===== src/inc/cia_pkg.sv =====
package cia_pkg;
    // Slot count and register map, byte addresses on the AXI4-Lite bus.
    localparam int NSLOT = 4;
    localparam int AW = 8;
    localparam logic [7:0] OFF_CTRL = 8'h00;
    localparam logic [7:0] OFF_ADDR = 8'h04;
    localparam logic [7:0] OFF_DATA = 8'h08;
    localparam logic [7:0] OFF_STAT = 8'h0C;
    localparam logic [7:0] OFF_MASK = 8'h10;
    localparam logic [7:0] OFF_JUMPER = 8'h14;
    localparam logic [7:0] OFF_SYSCLR = 8'h18;
    localparam logic [7:0] OFF_REL = 8'h1C;
    localparam logic [7:0] OFF_RET = 8'h20;
    // Control word mode bits, as weighted in the octal mode field.
    localparam int B_SYSEN = 5;
    localparam int B_TIMED = 4;
    localparam int B_INSEL = 7;
    localparam int B_ARMEN = 8;
    localparam int W_MODE = 9;
    // Slot field of address and data words, and the card data width.
    localparam int B_SLOT = 12;
    localparam int W_DATA = 12;
    localparam int W_STAT = 5;
    // Flag bit of a return word, weight octal 100000.
    localparam int B_FLAG = 15;
    localparam logic [NSLOT-1:0] JUMPER_RST = 4'hF;
    localparam logic [1:0] RESP_OKAY = 2'h0;
    localparam logic [1:0] RESP_SLVERR = 2'h2;
    // Timer cards count in ticks of one microsecond.
    localparam int CLK_NS = 8;
    localparam int TICK_NS = 1000;
    localparam int TICK_CYC = (TICK_NS + CLK_NS - 1) / CLK_NS;
    typedef enum logic [1:0] {CS_DISARMED = 2'b00, CS_ARMED = 2'b01, CS_FLAGGED = 2'b10} cia_cstate_t;
    typedef enum logic [1:0] {CT_DIGITAL = 2'b00, CT_PROC = 2'b01, CT_TIMER = 2'b10, CT_EVENT = 2'b11} cia_ctype_t;
    typedef enum logic [1:0] {REL_EQ = 2'b00, REL_NE = 2'b01, REL_GT = 2'b10, REL_LT = 2'b11} cia_rel_t;
endpackage

===== src/inc/cia_card_if.sv =====
`timescale 1ns/10ps
interface cia_card_if;
    import cia_pkg::*;
    logic timed_handshake_enable;
    logic interrupt_arm_enable;
    logic input_direction_select;
    logic system_output_enable;
    logic group_arm_jumper;
    logic arm_group;
    logic addr_gate;
    logic data_gate;
    logic [W_DATA-1:0] gate_data;
    logic [1:0] relation;
    logic [W_DATA-1:0] ext_word;
    logic ext_flag;
    logic tick;
    logic armed;
    logic card_completion_flag;
    logic [W_DATA-1:0] held_word;
    modport ctl(output timed_handshake_enable, interrupt_arm_enable, input_direction_select,
        system_output_enable, group_arm_jumper, arm_group, addr_gate, data_gate, gate_data,
        relation, ext_word, ext_flag, tick, input armed, card_completion_flag, held_word);
    modport card(input timed_handshake_enable, interrupt_arm_enable, input_direction_select,
        system_output_enable, group_arm_jumper, arm_group, addr_gate, data_gate, gate_data,
        relation, ext_word, ext_flag, tick, output armed, card_completion_flag, held_word);
endinterface


===== src/hdl/cia_card.sv =====
`timescale 1ns/10ps
module cia_card import cia_pkg::*; #(
    parameter cia_ctype_t CTYPE = CT_DIGITAL
) (
    input wire logic aclk,
    input wire logic aresetn,
    cia_card_if.card cif
);
    cia_cstate_t st_q, st_d;
    logic [W_DATA-1:0] word_q, word_d;
    logic [W_DATA-1:0] aux_q;
    logic [W_DATA-1:0] prev_q;
    logic flag_prev_q;

    // Mode decode and gated strobes seen by this card.
    wire out_mode = cif.system_output_enable & ~cif.input_direction_select & ~cif.timed_handshake_enable;
    wire int_mode = cif.timed_handshake_enable & cif.interrupt_arm_enable;
    wire arm_ind = cif.addr_gate & cif.input_direction_select & ~cif.timed_handshake_enable
        & ~cif.group_arm_jumper;
    wire arm_grp = cif.arm_group & cif.group_arm_jumper & (st_q == CS_DISARMED);
    wire dis_addr = cif.addr_gate & ~cif.input_direction_select & ~cif.timed_handshake_enable
        & ((CTYPE == CT_DIGITAL) | (CTYPE == CT_EVENT));
    wire wr_out = cif.data_gate & out_mode;
    wire [W_DATA-1:0] edges = cif.ext_word ^ prev_q;
    wire rel_hit = (cif.relation == REL_EQ) ? (cif.ext_word == aux_q) :
        (cif.relation == REL_NE) ? (cif.ext_word != aux_q) :
        (cif.relation == REL_GT) ? (cif.ext_word > aux_q) : (cif.ext_word < aux_q);
    wire trip = (CTYPE == CT_DIGITAL) ? (flag_prev_q & ~cif.ext_flag) :
        (CTYPE == CT_PROC) ? (|edges) :
        (CTYPE == CT_TIMER) ? (cif.tick & (aux_q == 12'h001)) :
        (rel_hit & int_mode);
    wire [W_DATA-1:0] cap = (CTYPE == CT_PROC) ? edges : cif.ext_word;

    assign cif.armed = (st_q != CS_DISARMED);
    assign cif.card_completion_flag = (st_q == CS_FLAGGED);
    assign cif.held_word = word_q;

    // Next state: arming, tripping, then output words and disarm strobes.
    always_comb begin
        st_d = st_q;
        word_d = word_q;
        if (arm_ind || arm_grp) begin
            st_d = CS_ARMED;
        end
        case (st_q)
            CS_ARMED: if (trip) begin
                st_d = CS_FLAGGED;
                word_d = cap;
            end
            CS_FLAGGED: if (CTYPE == CT_PROC) begin
                word_d = word_q | edges;
            end
            CS_DISARMED: ;
            default: st_d = CS_DISARMED;
        endcase
        if (wr_out) begin
            case (CTYPE)
                CT_PROC: if (&cif.gate_data) begin
                    word_d = 12'h000;
                    if (st_q == CS_FLAGGED) begin
                        st_d = CS_ARMED;
                    end
                end else if (cif.gate_data == 12'h000) begin
                    st_d = CS_DISARMED;
                end else if (cif.gate_data == word_q) begin
                    st_d = CS_ARMED;
                    word_d = 12'h000;
                end
                CT_TIMER: st_d = (cif.gate_data == 12'h000) ? CS_DISARMED : CS_ARMED;
                CT_EVENT: ;
                default: st_d = CS_DISARMED;
            endcase
        end
        if (dis_addr) begin
            st_d = CS_DISARMED;
        end
    end

    // State, captured word, timer count or reference word, edge history.
    always_ff @(posedge aclk) begin
        if (!aresetn) begin
            st_q <= CS_DISARMED;
            word_q <= 12'h000;
            aux_q <= 12'h000;
            prev_q <= 12'h000;
            flag_prev_q <= 1'b0;
        end else begin
            st_q <= st_d;
            word_q <= word_d;
            prev_q <= cif.ext_word;
            flag_prev_q <= cif.ext_flag;
            if (wr_out && (CTYPE == CT_TIMER || CTYPE == CT_EVENT)) begin
                aux_q <= cif.gate_data;
            end else if (CTYPE == CT_TIMER && st_q == CS_ARMED && cif.tick && aux_q != 12'h000) begin
                aux_q <= aux_q - 12'h001;
            end
        end
    end
endmodule


===== src/hdl/cia_top.sv =====
// The AXI4-Lite interface to the registers and the register offsets were left to the implementer.
`timescale 1ns/10ps
// Summary of operation
// - Jumpered cards arm on timed-and-arm control word.
// - No service request without armed card interrupting.
// - Return word flag bit marks an interrupting card.
// - Output-mode gated data word disarms digital input card.
// - Event card drops hits outside interrupt mode.
// - Ones initialize, echo recycles, zeros disarm process card.
// - Any of twelve edge detectors trips process card.
// - Timer counts data duration, flags at end.
// - Timer recycles on gated output word duration.
// - Event card compares word against stored reference.
// - Jumper fitted at reset; group arming by default.
// - Armed card flags completion on data ready.
module cia_top import cia_pkg::*; (
    input wire logic aclk,
    input wire logic aresetn,
    input wire logic [AW-1:0] s_axi_awaddr,
    input wire logic s_axi_awvalid,
    output logic s_axi_awready,
    input wire logic [31:0] s_axi_wdata,
    input wire logic [3:0] s_axi_wstrb,
    input wire logic s_axi_wvalid,
    output logic s_axi_wready,
    output logic [1:0] s_axi_bresp,
    output logic s_axi_bvalid,
    input wire logic s_axi_bready,
    input wire logic [AW-1:0] s_axi_araddr,
    input wire logic s_axi_arvalid,
    output logic s_axi_arready,
    output logic [31:0] s_axi_rdata,
    output logic [1:0] s_axi_rresp,
    output logic s_axi_rvalid,
    input wire logic s_axi_rready,
    input wire logic [NSLOT-1:0][W_DATA-1:0] card_ext_word,
    input wire logic [NSLOT-1:0] card_ext_flag,
    output logic service_request,
    output logic irq
);

    ////////////////////////////////////////////////////////////////////////////////
    // Merges a write word into an old value under the byte strobes.
    function automatic logic [31:0] merge(input logic [31:0] old, input logic [31:0] nw, input logic [3:0] strb);
        logic [31:0] r;
        r = old;
        for (int b = 0; b < 4; b++) begin
            if (strb[b]) begin
                r[b*8 +: 8] = nw[b*8 +: 8];
            end
        end
        return r;
    endfunction

    // Turns the slot field of an address or data word into a one-hot select.
    function automatic logic [NSLOT-1:0] slot_onehot(input logic [2:0] s);
        logic [NSLOT-1:0] r;
        r = '0;
        for (int i = 0; i < NSLOT; i++) begin
            if (s == 3'(i + 1)) begin
                r[i] = 1'b1;
            end
        end
        return r;
    endfunction

    ////////////////////////////////////////////////////////////////////////////////
    localparam int SYW = NSLOT * (W_DATA + 1);

    logic aw_have_q;
    logic w_have_q;
    logic [AW-1:0] aw_addr_q;
    logic [31:0] w_data_q;
    logic [3:0] w_strb_q;
    logic [W_MODE-1:0] mode_q;
    logic [W_STAT-1:0] stat_q;
    logic [W_STAT-1:0] mask_q;
    logic [NSLOT-1:0] jumper_q;
    logic [1:0] rel_q;
    logic arm_grp_q;
    logic [NSLOT-1:0] addr_gate_q;
    logic [NSLOT-1:0] data_gate_q;
    logic [W_DATA-1:0] gate_data_q;
    logic [NSLOT-1:0] flag_prev_q;
    logic [SYW-1:0] sy1_q;
    logic [SYW-1:0] sy2_q;
    logic [SYW-1:0] sy3_q;
    logic [SYW-1:0] ext_q;
    logic [7:0] tick_cnt_q;
    logic tick_q;
    logic [NSLOT-1:0] flag_vec;
    logic [15:0] ret_word [NSLOT];

    ////////////////////////////////////////////////////////////////////////////////
    // Write channel handshakes and write decode.
    wire aw_take = s_axi_awvalid & s_axi_awready;
    wire w_take = s_axi_wvalid & s_axi_wready;
    wire b_done = s_axi_bvalid & s_axi_bready;
    wire wr_fire = aw_have_q & w_have_q & ~s_axi_bvalid;
    wire wr_ctrl = wr_fire & (aw_addr_q == OFF_CTRL);
    wire wr_addr = wr_fire & (aw_addr_q == OFF_ADDR);
    wire wr_data = wr_fire & (aw_addr_q == OFF_DATA);
    wire wr_stat = wr_fire & (aw_addr_q == OFF_STAT);
    wire wr_mask = wr_fire & (aw_addr_q == OFF_MASK);
    wire wr_jmp = wr_fire & (aw_addr_q == OFF_JUMPER);
    wire wr_clr = wr_fire & (aw_addr_q == OFF_SYSCLR);
    wire wr_rel = wr_fire & (aw_addr_q == OFF_REL);
    wire wr_ret = (aw_addr_q[7:4] == OFF_RET[7:4]) & (aw_addr_q[1:0] == 2'h0);
    wire wr_hit = wr_ctrl | wr_addr | wr_data | wr_stat | wr_mask | wr_jmp | wr_clr | wr_rel | (wr_fire & wr_ret);

    // Merged register values and the slot select of gated words.
    wire [31:0] mode_m = merge({23'h000000, mode_q}, w_data_q, w_strb_q);
    wire [31:0] mask_m = merge({27'h0000000, mask_q}, w_data_q, w_strb_q);
    wire [31:0] jmp_m = merge({28'h0000000, jumper_q}, w_data_q, w_strb_q);
    wire [31:0] rel_m = merge({30'h00000000, rel_q}, w_data_q, w_strb_q);
    wire [NSLOT-1:0] wr_sel = slot_onehot(w_data_q[B_SLOT +: 3]);
    wire grp_word = mode_m[B_TIMED] & mode_m[B_ARMEN];

    // Read channel handshakes and read decode.
    wire ar_take = s_axi_arvalid & s_axi_arready;
    wire r_done = s_axi_rvalid & s_axi_rready;
    wire [AW-1:0] ra = s_axi_araddr;
    wire ra_ret = (ra[7:4] == OFF_RET[7:4]) & (ra[1:0] == 2'h0);
    wire [1:0] ra_idx = ra[3:2];
    wire ar_flag = flag_vec[ra_idx];
    wire rd_hit = (ra == OFF_CTRL) | (ra == OFF_ADDR) | (ra == OFF_DATA) | (ra == OFF_STAT)
        | (ra == OFF_MASK) | (ra == OFF_JUMPER) | (ra == OFF_SYSCLR) | (ra == OFF_REL) | ra_ret;
    wire [31:0] rd_word = (ra == OFF_CTRL) ? {23'h000000, mode_q} :
        (ra == OFF_STAT) ? {27'h0000000, stat_q} :
        (ra == OFF_MASK) ? {27'h0000000, mask_q} :
        (ra == OFF_JUMPER) ? {28'h0000000, jumper_q} :
        (ra == OFF_REL) ? {30'h00000000, rel_q} :
        ra_ret ? {16'h0000, ret_word[ra_idx]} : 32'h00000000;

    // Service request qualified by mode, and the status events.
    wire mode_int = mode_q[B_ARMEN] & mode_q[B_TIMED] & mode_q[B_SYSEN];
    wire srq_d = mode_int & (|flag_vec);
    wire [W_STAT-1:0] stat_set = {flag_vec & ~flag_prev_q, srq_d & ~service_request};
    wire [W_STAT-1:0] stat_clr = wr_stat ? w_data_q[W_STAT-1:0] : 5'h00;

    // Pin inputs agree over the second and third stages before they count.
    wire [SYW-1:0] sy_agree = ~(sy2_q ^ sy3_q);

    ////////////////////////////////////////////////////////////////////////////////
    // AXI4-Lite write side: address and data may come in either order.
    always_ff @(posedge aclk) begin
        if (!aresetn) begin
            aw_have_q <= 1'b0;
            w_have_q <= 1'b0;
            aw_addr_q <= 8'h00;
            w_data_q <= 32'h00000000;
            w_strb_q <= 4'h0;
            s_axi_awready <= 1'b0;
            s_axi_wready <= 1'b0;
            s_axi_bvalid <= 1'b0;
            s_axi_bresp <= RESP_OKAY;
        end else begin
            aw_have_q <= (aw_have_q | aw_take) & ~b_done;
            w_have_q <= (w_have_q | w_take) & ~b_done;
            s_axi_awready <= ~((aw_have_q | aw_take) & ~b_done);
            s_axi_wready <= ~((w_have_q | w_take) & ~b_done);
            if (aw_take) begin
                aw_addr_q <= s_axi_awaddr;
            end
            if (w_take) begin
                w_data_q <= s_axi_wdata;
                w_strb_q <= s_axi_wstrb;
            end
            if (wr_fire) begin
                s_axi_bvalid <= 1'b1;
                s_axi_bresp <= wr_hit ? RESP_OKAY : RESP_SLVERR;
            end else if (b_done) begin
                s_axi_bvalid <= 1'b0;
            end
        end
    end

    // AXI4-Lite read side: one read at a time, answered the cycle after it is taken.
    always_ff @(posedge aclk) begin
        if (!aresetn) begin
            s_axi_arready <= 1'b0;
            s_axi_rvalid <= 1'b0;
            s_axi_rdata <= 32'h00000000;
            s_axi_rresp <= RESP_OKAY;
        end else begin
            s_axi_arready <= ~((s_axi_rvalid | ar_take) & ~r_done);
            if (ar_take) begin
                s_axi_rvalid <= 1'b1;
                s_axi_rdata <= rd_word;
                s_axi_rresp <= rd_hit ? RESP_OKAY : RESP_SLVERR;
            end else if (r_done) begin
                s_axi_rvalid <= 1'b0;
            end
        end
    end

    ////////////////////////////////////////////////////////////////////////////////
    // Mode register, configuration and the one-cycle gate strobes to the cards.
    always_ff @(posedge aclk) begin
        if (!aresetn) begin
            mode_q <= 9'h000;
            mask_q <= 5'h00;
            jumper_q <= JUMPER_RST;
            rel_q <= 2'h0;
            arm_grp_q <= 1'b0;
            addr_gate_q <= 4'h0;
            data_gate_q <= 4'h0;
            gate_data_q <= 12'h000;
        end else begin
            arm_grp_q <= wr_ctrl & grp_word;
            addr_gate_q <= wr_addr ? wr_sel : 4'h0;
            data_gate_q <= wr_data ? wr_sel : 4'h0;
            if (wr_data) begin
                gate_data_q <= w_data_q[W_DATA-1:0];
            end
            if (wr_clr) begin
                mode_q <= 9'h000;
            end else if (wr_ctrl) begin
                mode_q <= mode_m[W_MODE-1:0];
            end
            if (wr_mask) begin
                mask_q <= mask_m[W_STAT-1:0];
            end
            if (wr_jmp) begin
                jumper_q <= jmp_m[NSLOT-1:0];
            end
            if (wr_rel) begin
                rel_q <= rel_m[1:0];
            end
        end
    end

    // Sticky status, set wins over a write-one clear, and the interrupt line.
    always_ff @(posedge aclk) begin
        if (!aresetn) begin
            stat_q <= 5'h00;
            flag_prev_q <= 4'h0;
            service_request <= 1'b0;
            irq <= 1'b0;
        end else begin
            stat_q <= (stat_q & ~stat_clr) | stat_set;
            flag_prev_q <= flag_vec;
            service_request <= srq_d;
            irq <= |(stat_q & mask_q);
        end
    end

    // Three-stage pin synchronisers for card words and flags.
    always_ff @(posedge aclk) begin
        if (!aresetn) begin
            sy1_q <= '0;
            sy2_q <= '0;
            sy3_q <= '0;
            ext_q <= '0;
        end else begin
            sy1_q <= {card_ext_flag, card_ext_word};
            sy2_q <= sy1_q;
            sy3_q <= sy2_q;
            ext_q <= (ext_q & ~sy_agree) | (sy3_q & sy_agree);
        end
    end

    // Divider giving the timer cards a one-cycle tick each microsecond.
    always_ff @(posedge aclk) begin
        if (!aresetn) begin
            tick_cnt_q <= 8'h00;
            tick_q <= 1'b0;
        end else begin
            tick_q <= (tick_cnt_q == 8'(TICK_CYC - 1));
            tick_cnt_q <= (tick_cnt_q == 8'(TICK_CYC - 1)) ? 8'h00 : tick_cnt_q + 8'h01;
        end
    end

    ////////////////////////////////////////////////////////////////////////////////
    // One card per slot: digital input, process interrupt, timer, event sense.
    for (genvar i = 0; i < NSLOT; i++) begin : g_slot
        cia_card_if cif();
        assign cif.timed_handshake_enable = mode_q[B_TIMED];
        assign cif.interrupt_arm_enable = mode_q[B_ARMEN];
        assign cif.input_direction_select = mode_q[B_INSEL];
        assign cif.system_output_enable = mode_q[B_SYSEN];
        assign cif.group_arm_jumper = jumper_q[i];
        assign cif.arm_group = arm_grp_q;
        assign cif.addr_gate = addr_gate_q[i];
        assign cif.data_gate = data_gate_q[i];
        assign cif.gate_data = gate_data_q;
        assign cif.relation = rel_q;
        assign cif.ext_word = ext_q[i*W_DATA +: W_DATA];
        assign cif.ext_flag = ext_q[NSLOT*W_DATA + i];
        assign cif.tick = tick_q;
        assign flag_vec[i] = cif.card_completion_flag;
        assign ret_word[i] = {cif.card_completion_flag, 3'h0, cif.held_word};
        cia_card #(
            .CTYPE(cia_ctype_t'(2'(i)))
        ) u_card (
            .aclk(aclk),
            .aresetn(aresetn),
            .cif(cif.card)
        );
    end
endmodule


===== config.mk =====
export PLATFORM = sky130hd
export DESIGN_NAME = cia_top
export DESIGN_NICKNAME = d
export VERILOG_FILES = /design/src/inc/cia_pkg.sv /design/src/inc/cia_card_if.sv /design/src/hdl/cia_card.sv /design/src/hdl/cia_top.sv
export SDC_FILE = /design/constraint.sdc
export NUM_CORES = 1
export LEC_CHECK = 0
export ABC_AREA = 1
export BUFFER_PORTS_ARGS = -buffer_cell sky130_fd_sc_hd__clkbuf_2
export CORE_MARGIN = 3
export CORE_UTILIZATION = 53
export CTS_CLUSTER_SIZE = 30
export DETAILED_ROUTE_END_ITERATION = 7
export PLACE_DENSITY = 0.81
export SETUP_SLACK_MARGIN = 0.5
export SLEW_MARGIN = 20
export SYNTH_ARGS = -nofsm -noshare
export SYNTH_HDL_FRONTEND = slang
export SYNTH_SLANG_ARGS = --single-unit

===== constraint.sdc =====
create_clock -name aclk -period 1.9 [get_ports aclk]
set_clock_uncertainty 0.2 [all_clocks]
set_input_delay 0.38 -clock aclk [delete_from_list [all_inputs] [get_ports aclk]]
set_output_delay 0.38 -clock aclk [all_outputs]
set_load 0.01 [all_outputs]

==> reports/results.txt, run 1 <==
final setup vio count: 16
DRC Markers: 0
hold violation count in the final report: 2
Yosys cell types: 55
Synth top cells by count: 397 x dfxtp_1, 364 x nand2_1, 328 x inv_1
CP peak stage delay: 0.32 ns
CTS tree: yes
overflow left after global routing: 0
CTS clk-pin slew, worst paths: 0.06 ns
Synth Cell Area: 15400 sq um
fin util: 78.1%
Total GRT Usage: 27.1%
1st-pass router iterations: 8
CP arrival: 2.38 ns
Die Wd: 176 microns
area share of the largest cell type after synthesis: 51.7%
Worst Reg-to-Reg Cells: 13
Worst Hold Class: input port to register
Setup Crit Path Kind: register to register
crit path capture type: register
Clock Root Buffer: clkbuf_16
vias in the first global route: 14100
Detailed Route WL: 50.0 mm
hold depth: 3
Die Y-Extent: 176 microns
Detail Placement HPWL: 26.5 mm
Post-CTS Hold Buffers: 77
Fillers: 1611
violated checks: negative hold slack, negative setup slack
post-route ant nets: 0
first-pass GRT wire length: 69.0 mm
placed instance count: 2456
initial DRC count: 1615
terminus of the critical flop-to-flop path: g_slot[3].u_card.cif.held_word[1]
Placeable Area: 28200 sq um
Min Clock Period, post-route: 2.16 ns
clock buffer count from CTS: 41
Rel. slew slack: 54.1%
Fin Hold WS: -0.00455 ns
Min-Delay Startpoint: aresetn
io pins: 154
status: finished, violations left
critical path peak fanout: 25
Clk Latency, worst-skew pair: 0.55 ns
RSZ-0062 raised after global routing: yes
clk sinks: 397
CP cell instances: inv_2 > ha_4 > buf_4 > nand2_1 > nor2_1 > nand4_1 > nand2_1 > nand3_2 > nand4_4 > buf_12 > nand2_2 > nand2_1 > nor2_1
maximum VDD drop: 0.000645 V
Reg2Reg Setup Slack: -0.26 ns
Critical Path Stages: 13
Initial Util: 54.6%
Layout area overhead: 43.0%
largest net degree at the start of global routing: 133
fin crit share: 114%
MaxCap Viol Count: 0
top cells by area, synth: dfxtp_1 52%, nand2_1 8.9%, inv_1 8.0%
drt wl/cell: 18.4 microns
DP Worst Slack: -0.102 ns
number of synthesized flops with an enable pin: 0
slowest CP cell: dfxtp_2
most frequent CP cell: nand2_1
flops & latches, synth: 397
Synthesis Warnings: 0
GPL Wtd Cong: 0.935
Synth Instances: 1957
Synth async-reset ratio: 0%
initial antenna violation count: 1
Design Power: 18.0 mW
WP data required: 2.12 ns
fin nets: 2434
synthesized area per cell: 7.86 sq um
worst setup margin: -0.261 ns
Worst Tran Pin Value: 0.681 ns
cell taking the most area after synthesis: dfxtp_1
Non-Filler Instances: 2716
most frequent cell after synthesis: dfxtp_1
P_leak: 10.2 nW
Clock Path Buffers: 3
Top FF cell, synth: dfxtp_1
Fmax: 463 MHz
pins over their slew limit: 0
pwr dens: 820 nW/um^2
CP top delay family: simple AND/OR/NAND/NOR gates
WP buf/inv: 3
vias: 15100
DR vias/cell: 5.54
H-Tree Depth: 2
die area: 31100 sq um
Worst Hold End: tick_cnt_q[1]
share of cells above drive strength 1: 33.7%
# port buffers: 110
Reg-to-Reg Start: g_slot[3].u_card.aux_q[5]
site row count: 61
Startpoint Class: register
post-synthesis sequential area ratio: 51.7%
-- kinds of logic (layout without fill, tap and decap cells) --
group / count (synthesis) / count (layout) / synth area share (%)
and+or+nand+nor: 666 / 671 / 18.5
buffers and inverters: 431 / 784 / 11.3
AOI/OAI and AO/OA: 412 / 412 / 15.1
DFF: 397 / 397 / 51.7
xor gates and xnor gates: 30 / 30 / 1.76
adders and majority gates: 20 / 20 / 1.63
other: 1 / 24 / 0.0244
-- metrics by stage --
stage	instance area [sq um]	TNS (ns)	hold WS, ns
floorplan	15800	0	0.190
global placement	16900	-0.379	0.193
detailed placement	16900	-1.10	0.198
CTS	20500	-0.603	0.0104
global route	22000	-4.18	-0.00505
finish	22000	-2.81	-0.00455
-- report_power, final --
| group | leakage, nW | internal, mW | switching (mW) |
|---|---|---|---|
| sequential | 3.28 | 8.50 | 0.155 |
| combinational | 6.27 | 0.494 | 0.654 |
| clock | 0.678 | 4.88 | 3.36 |
-- metal layers --
| metal | vias to the layer above | routed length, microns | global-route usage [%] |
|---|---|---|---|
| li1 | 6853 | - | - |
| met1 | 6966 | 17800 | 32.4 |
| met2 | 932 | 24500 | 47.5 |
| met3 | 308 | 4600 | 5.14 |
| met4 | 0 | 3100 | 12.1 |
| met5 | - | 0 | 0 |
-- cell usage in the layout, fill, tap and decap left out, drive strengths merged, types with 3 or more instances in the layout --
cell type    netlist  final
dfxtp            397    397
nand2            370    372
inv              344    344
nor2             198    198
buf               40    197
a21oi            167    167
o21ai            165    165
clkbuf            46    150
dlygate4sd3        0     77
nand3             44     46
nand4             24     25
conb               1     21
ha                20     20
nor3              17     17
a211oi            15     15
xor2              15     15
xnor2             15     15
o211ai            14     14
o22ai             12     12
o21bai            10     10
clkinv             1     10
nor4               7      7
a31oi              5      5
o21a               5      5
bufinv             0      4
a221oi             4      4
o2111ai            4      4
diode              0      3
a22oi              3      3
nor3b              3      3
-- how the worst max path moves through the flow --
stage | slack, ns | to | start
2_1_floorplan | 0.06 | g_slot[3].u_card.cif.held_word[10] | g_slot[3].u_card.aux_q[11]
3_3_place_gp | -0.04 | g_slot[3].u_card.cif.held_word[7] | g_slot[3].u_card.aux_q[3]
3_5_place_dp | -0.10 | g_slot[3].u_card.cif.held_word[6] | g_slot[3].u_card.aux_q[3]
4_1_cts | -0.09 | g_slot[3].u_card.cif.held_word[1] | g_slot[3].u_card.aux_q[6]
5_1_grt | -0.35 | g_slot[3].u_card.cif.held_word[1] | g_slot[3].u_card.aux_q[5]
6_report | -0.26 | g_slot[3].u_card.cif.held_word[1] | g_slot[3].u_card.aux_q[5]
-- worst min-delay path: stages --
cell and delay [ns]:
clkbuf_8 0.15, nand2_4 0.12, nor2_1 0.04
-- what timing repair did --
| item | CTS | global route |
|---|---|---|
| gates resized for setup | 264 | 284 |
| setup buffers | 48 | 44 |
| pin swaps | 74 | 81 |
| cloned | 7 | 6 |
| hold endpoints to repair | 79 | 3 |
| setup endpoints to repair | 167 | 191 |
-- layout make-up --
type                       instances  area [sq um]  share of cell area [%]
multi-input combinational       1154          7490                    34.1
antenna                            3          7.51                  0.0341
clock inverter                    15           208                   0.945
inverter                         345          1330                    6.03
sequential                       397          8120                    36.9
timing repair buffer             364          3190                    14.5
clock buffer                      60          1180                    5.35
tap                              378           473                    2.15
Note: power is estimated with default switching activity, not from simulation.
==> inputs of run 2 (changes only) <==
--- a/config.mk
+++ b/config.mk
@@ -7,9 +7,10 @@
 export LEC_CHECK = 0
 export ABC_AREA = 1
 export BUFFER_PORTS_ARGS = -buffer_cell sky130_fd_sc_hd__clkbuf_2
+export CORE_ASPECT_RATIO = 1.5
 export CORE_MARGIN = 3
 export CORE_UTILIZATION = 53
-export CTS_CLUSTER_SIZE = 30
+export CTS_CLUSTER_SIZE = 20
 export DETAILED_ROUTE_END_ITERATION = 7
 export PLACE_DENSITY = 0.81
 export SETUP_SLACK_MARGIN = 0.5
==> reports/results.txt, run 2 (same netlist as run 1, synthesis figures left out) <==
placed instance count: 2457 (+0.041%)
Layout area overhead: 42.0%
Clk Latency, worst-skew pair: 0.54 ns (about the same)
H-Tree Depth: 2 (unchanged)
clock share of power: 45.1% (-0.6 points)
site row count: 75 (+23%)
clock buffer count from CTS: 37 (-9.8%)
vias in the first global route: 13900 (-1.5%)
Min Clock Period, post-route: 2.26 ns (+0.0941 ns)
Fmax: 443 MHz (-4.2%)
crit path capture type: register
vias: 15000 (-0.14%)
critical path peak fanout: 6 (-76%)
pins over their slew limit: 0 (unchanged)
Net Sw Frac: 22.7% (-0.45 points)
WP data required: 2.12 ns (about the same)
1st-pass router iterations: 8 (unchanged)
pwr dens: 813 nW/um^2 (-0.86%)
share of cells above drive strength 1: 33.5% (-0.18 points)
Multi-input gate area: 7350 sq um (-1.8%)
P_int: 13.7 mW (-0.98%)
io pins: 154 (unchanged)
overflow left after global routing: 0 (unchanged)
leading cell type in the layout, fill and taps excluded: nand2_1
P_leak: 10.2 nW (-0.54%)
status: finished, violations left
Initial Util: 54.4% (-0.16 points)
Die Y-Extent: 215 microns (+22%)
die area: 31100 sq um (+0.13%)
GPL Wtd Cong: 0.977 (+4.5%)
Placeable Area: 28200 sq um (+0.29%)
Worst Hold Class: input port to register
DP Worst Slack: -0.0594 ns (+0.0430 ns)
Design Area, Final: 21800 sq um (-0.70%)
# port buffers: 110 (unchanged)
hold violation count in the final report: 0 (-2)
Startpoint Class: register
most frequent cells in the layout: 324 x nand2_1, 309 x dfxtp_1, 290 x inv_1, 146 x nor2_1, 134 x a21oi_1
Sequential Power Share: 48.6% (+0.6 points)
initial DRC count: 1386 (-14%)
worst setup margin: -0.355 ns (-0.0941 ns)
maximum VDD drop: 0.000778 V (+21%)
MaxCap Viol Count: 0 (unchanged)
first-pass GRT wire length: 67.2 mm (-2.6%)
clk sinks: 397 (unchanged)
fin util: 77.3% (-0.77 points)
Non-Filler Instances: 2711 (-0.18%)
fin crit share: 119% (+5.0 points)
drt wl/cell: 18.3 microns (-0.40%)
fin nets: 2428 (-0.25%)
initial antenna violation count: 2 (+1)
Fillers: 1600 (-0.68%)
DRC Markers: 0 (unchanged)
RSZ-0062 raised after global routing: yes
placed cell area: 16900 sq um (about the same)
CTS clk-pin slew, worst paths: 0.07 ns (about the same)
CTS tree: yes
post-route ant nets: 0 (unchanged)
Detailed Route WL: 49.7 mm (-0.58%)
Gate power share: 6.2% (-0.2 points)
Setup Crit Path Kind: register to register
final setup vio count: 16 (unchanged)
storage element area: 8110 sq um (about the same)
DR vias/cell: 5.55 (about the same)
Psw: 4.02 mW (-3.5%)
Clock Root Buffer: clkbuf_16
Detail Placement HPWL: 26.7 mm (+0.70%)
CP arrival: 2.48 ns (+0.10 ns)
Total GRT Usage: 26.0% (-1.1 points)
Die Wd: 145 microns (-18%)
Clock Path Buffers: 3 (unchanged)
violated checks: negative setup slack
largest net degree at the start of global routing: 63 (-53%)
run 2: cell type report:
cell class / count / area share [%]
flip-flops and latches: 397 / 37.2
multi-input cells: 1152 / 33.7
repair buffers: 364 / 14.8
inverters: 345 / 6.13
clock buffers: 50 / 5.03
well taps: 385 / 2.21
clock inverters: 16 / 1.03
diodes: 2 / 0.0229
run 2: final timing paths:
path                                       end       startpoint  slack (ns)  depth (start not counted)
min                             s_axi_rresp[1]  s_axi_araddr[4]        0.03                          3
min reg2reg                           sy2_q[0]         sy1_q[0]        0.21                          2
max reg2reg  g_slot[3].u_card.cif.held_word[5]         register       -0.36                         12
max          g_slot[3].u_card.cif.held_word[5]         register       -0.36                         12
run 2: critical path, cell delays in order, from the launching register on:
cell and delay (ns):
dfxtp_2 0.35, inv_1 0.06, ha_1 0.29, nand2_1 0.12, nor2_2 0.14, nand4_1 0.16
nand2_1 0.15, nand3_2 0.13, nand4_4 0.14, clkbuf_16 0.18, nand2_1 0.07, nand2_1 0.09
nor2_1 0.06
run 2: routing by layer:
metal | global-route usage, % | share of wire (%)
met5 | 0 | 0
met4 | 18.0 | 9.1
met3 | 4.04 | 7.7
met2 | 48.1 | 50
met1 | 26.8 | 33
run 2: timing repair:
item	4_1_cts	5_1_grt
hold buffers	76	0
endpoints found under the hold margin	81	0
pin swaps	85	112
endpoints found under the setup margin	154	180
resized for setup	236	319
gates cloned	9	4
setup buffers	52	45
run 2: through the flow:
step                hold slack, ns  setup TNS [ns]  total power [mW]
detailed placement           0.195          -0.539              9.56
CTS                         0.0281         -0.0307              17.6
global placement             0.193               0              9.53
finish                      0.0334           -4.08              17.8
floorplan                    0.190               0              9.29
global route                0.0558           -5.72              18.2
run 2: power by group through the flow:
stage	clock, mW	combinational [mW]	sequential (mW)
final	8.02	1.10	8.64
after global routing	8.40	1.19	8.65
after CTS	8.03	0.944	8.63
after detailed placement	0	0.746	8.81
after global placement	0	0.727	8.80
after floorplan	0	0.500	8.79
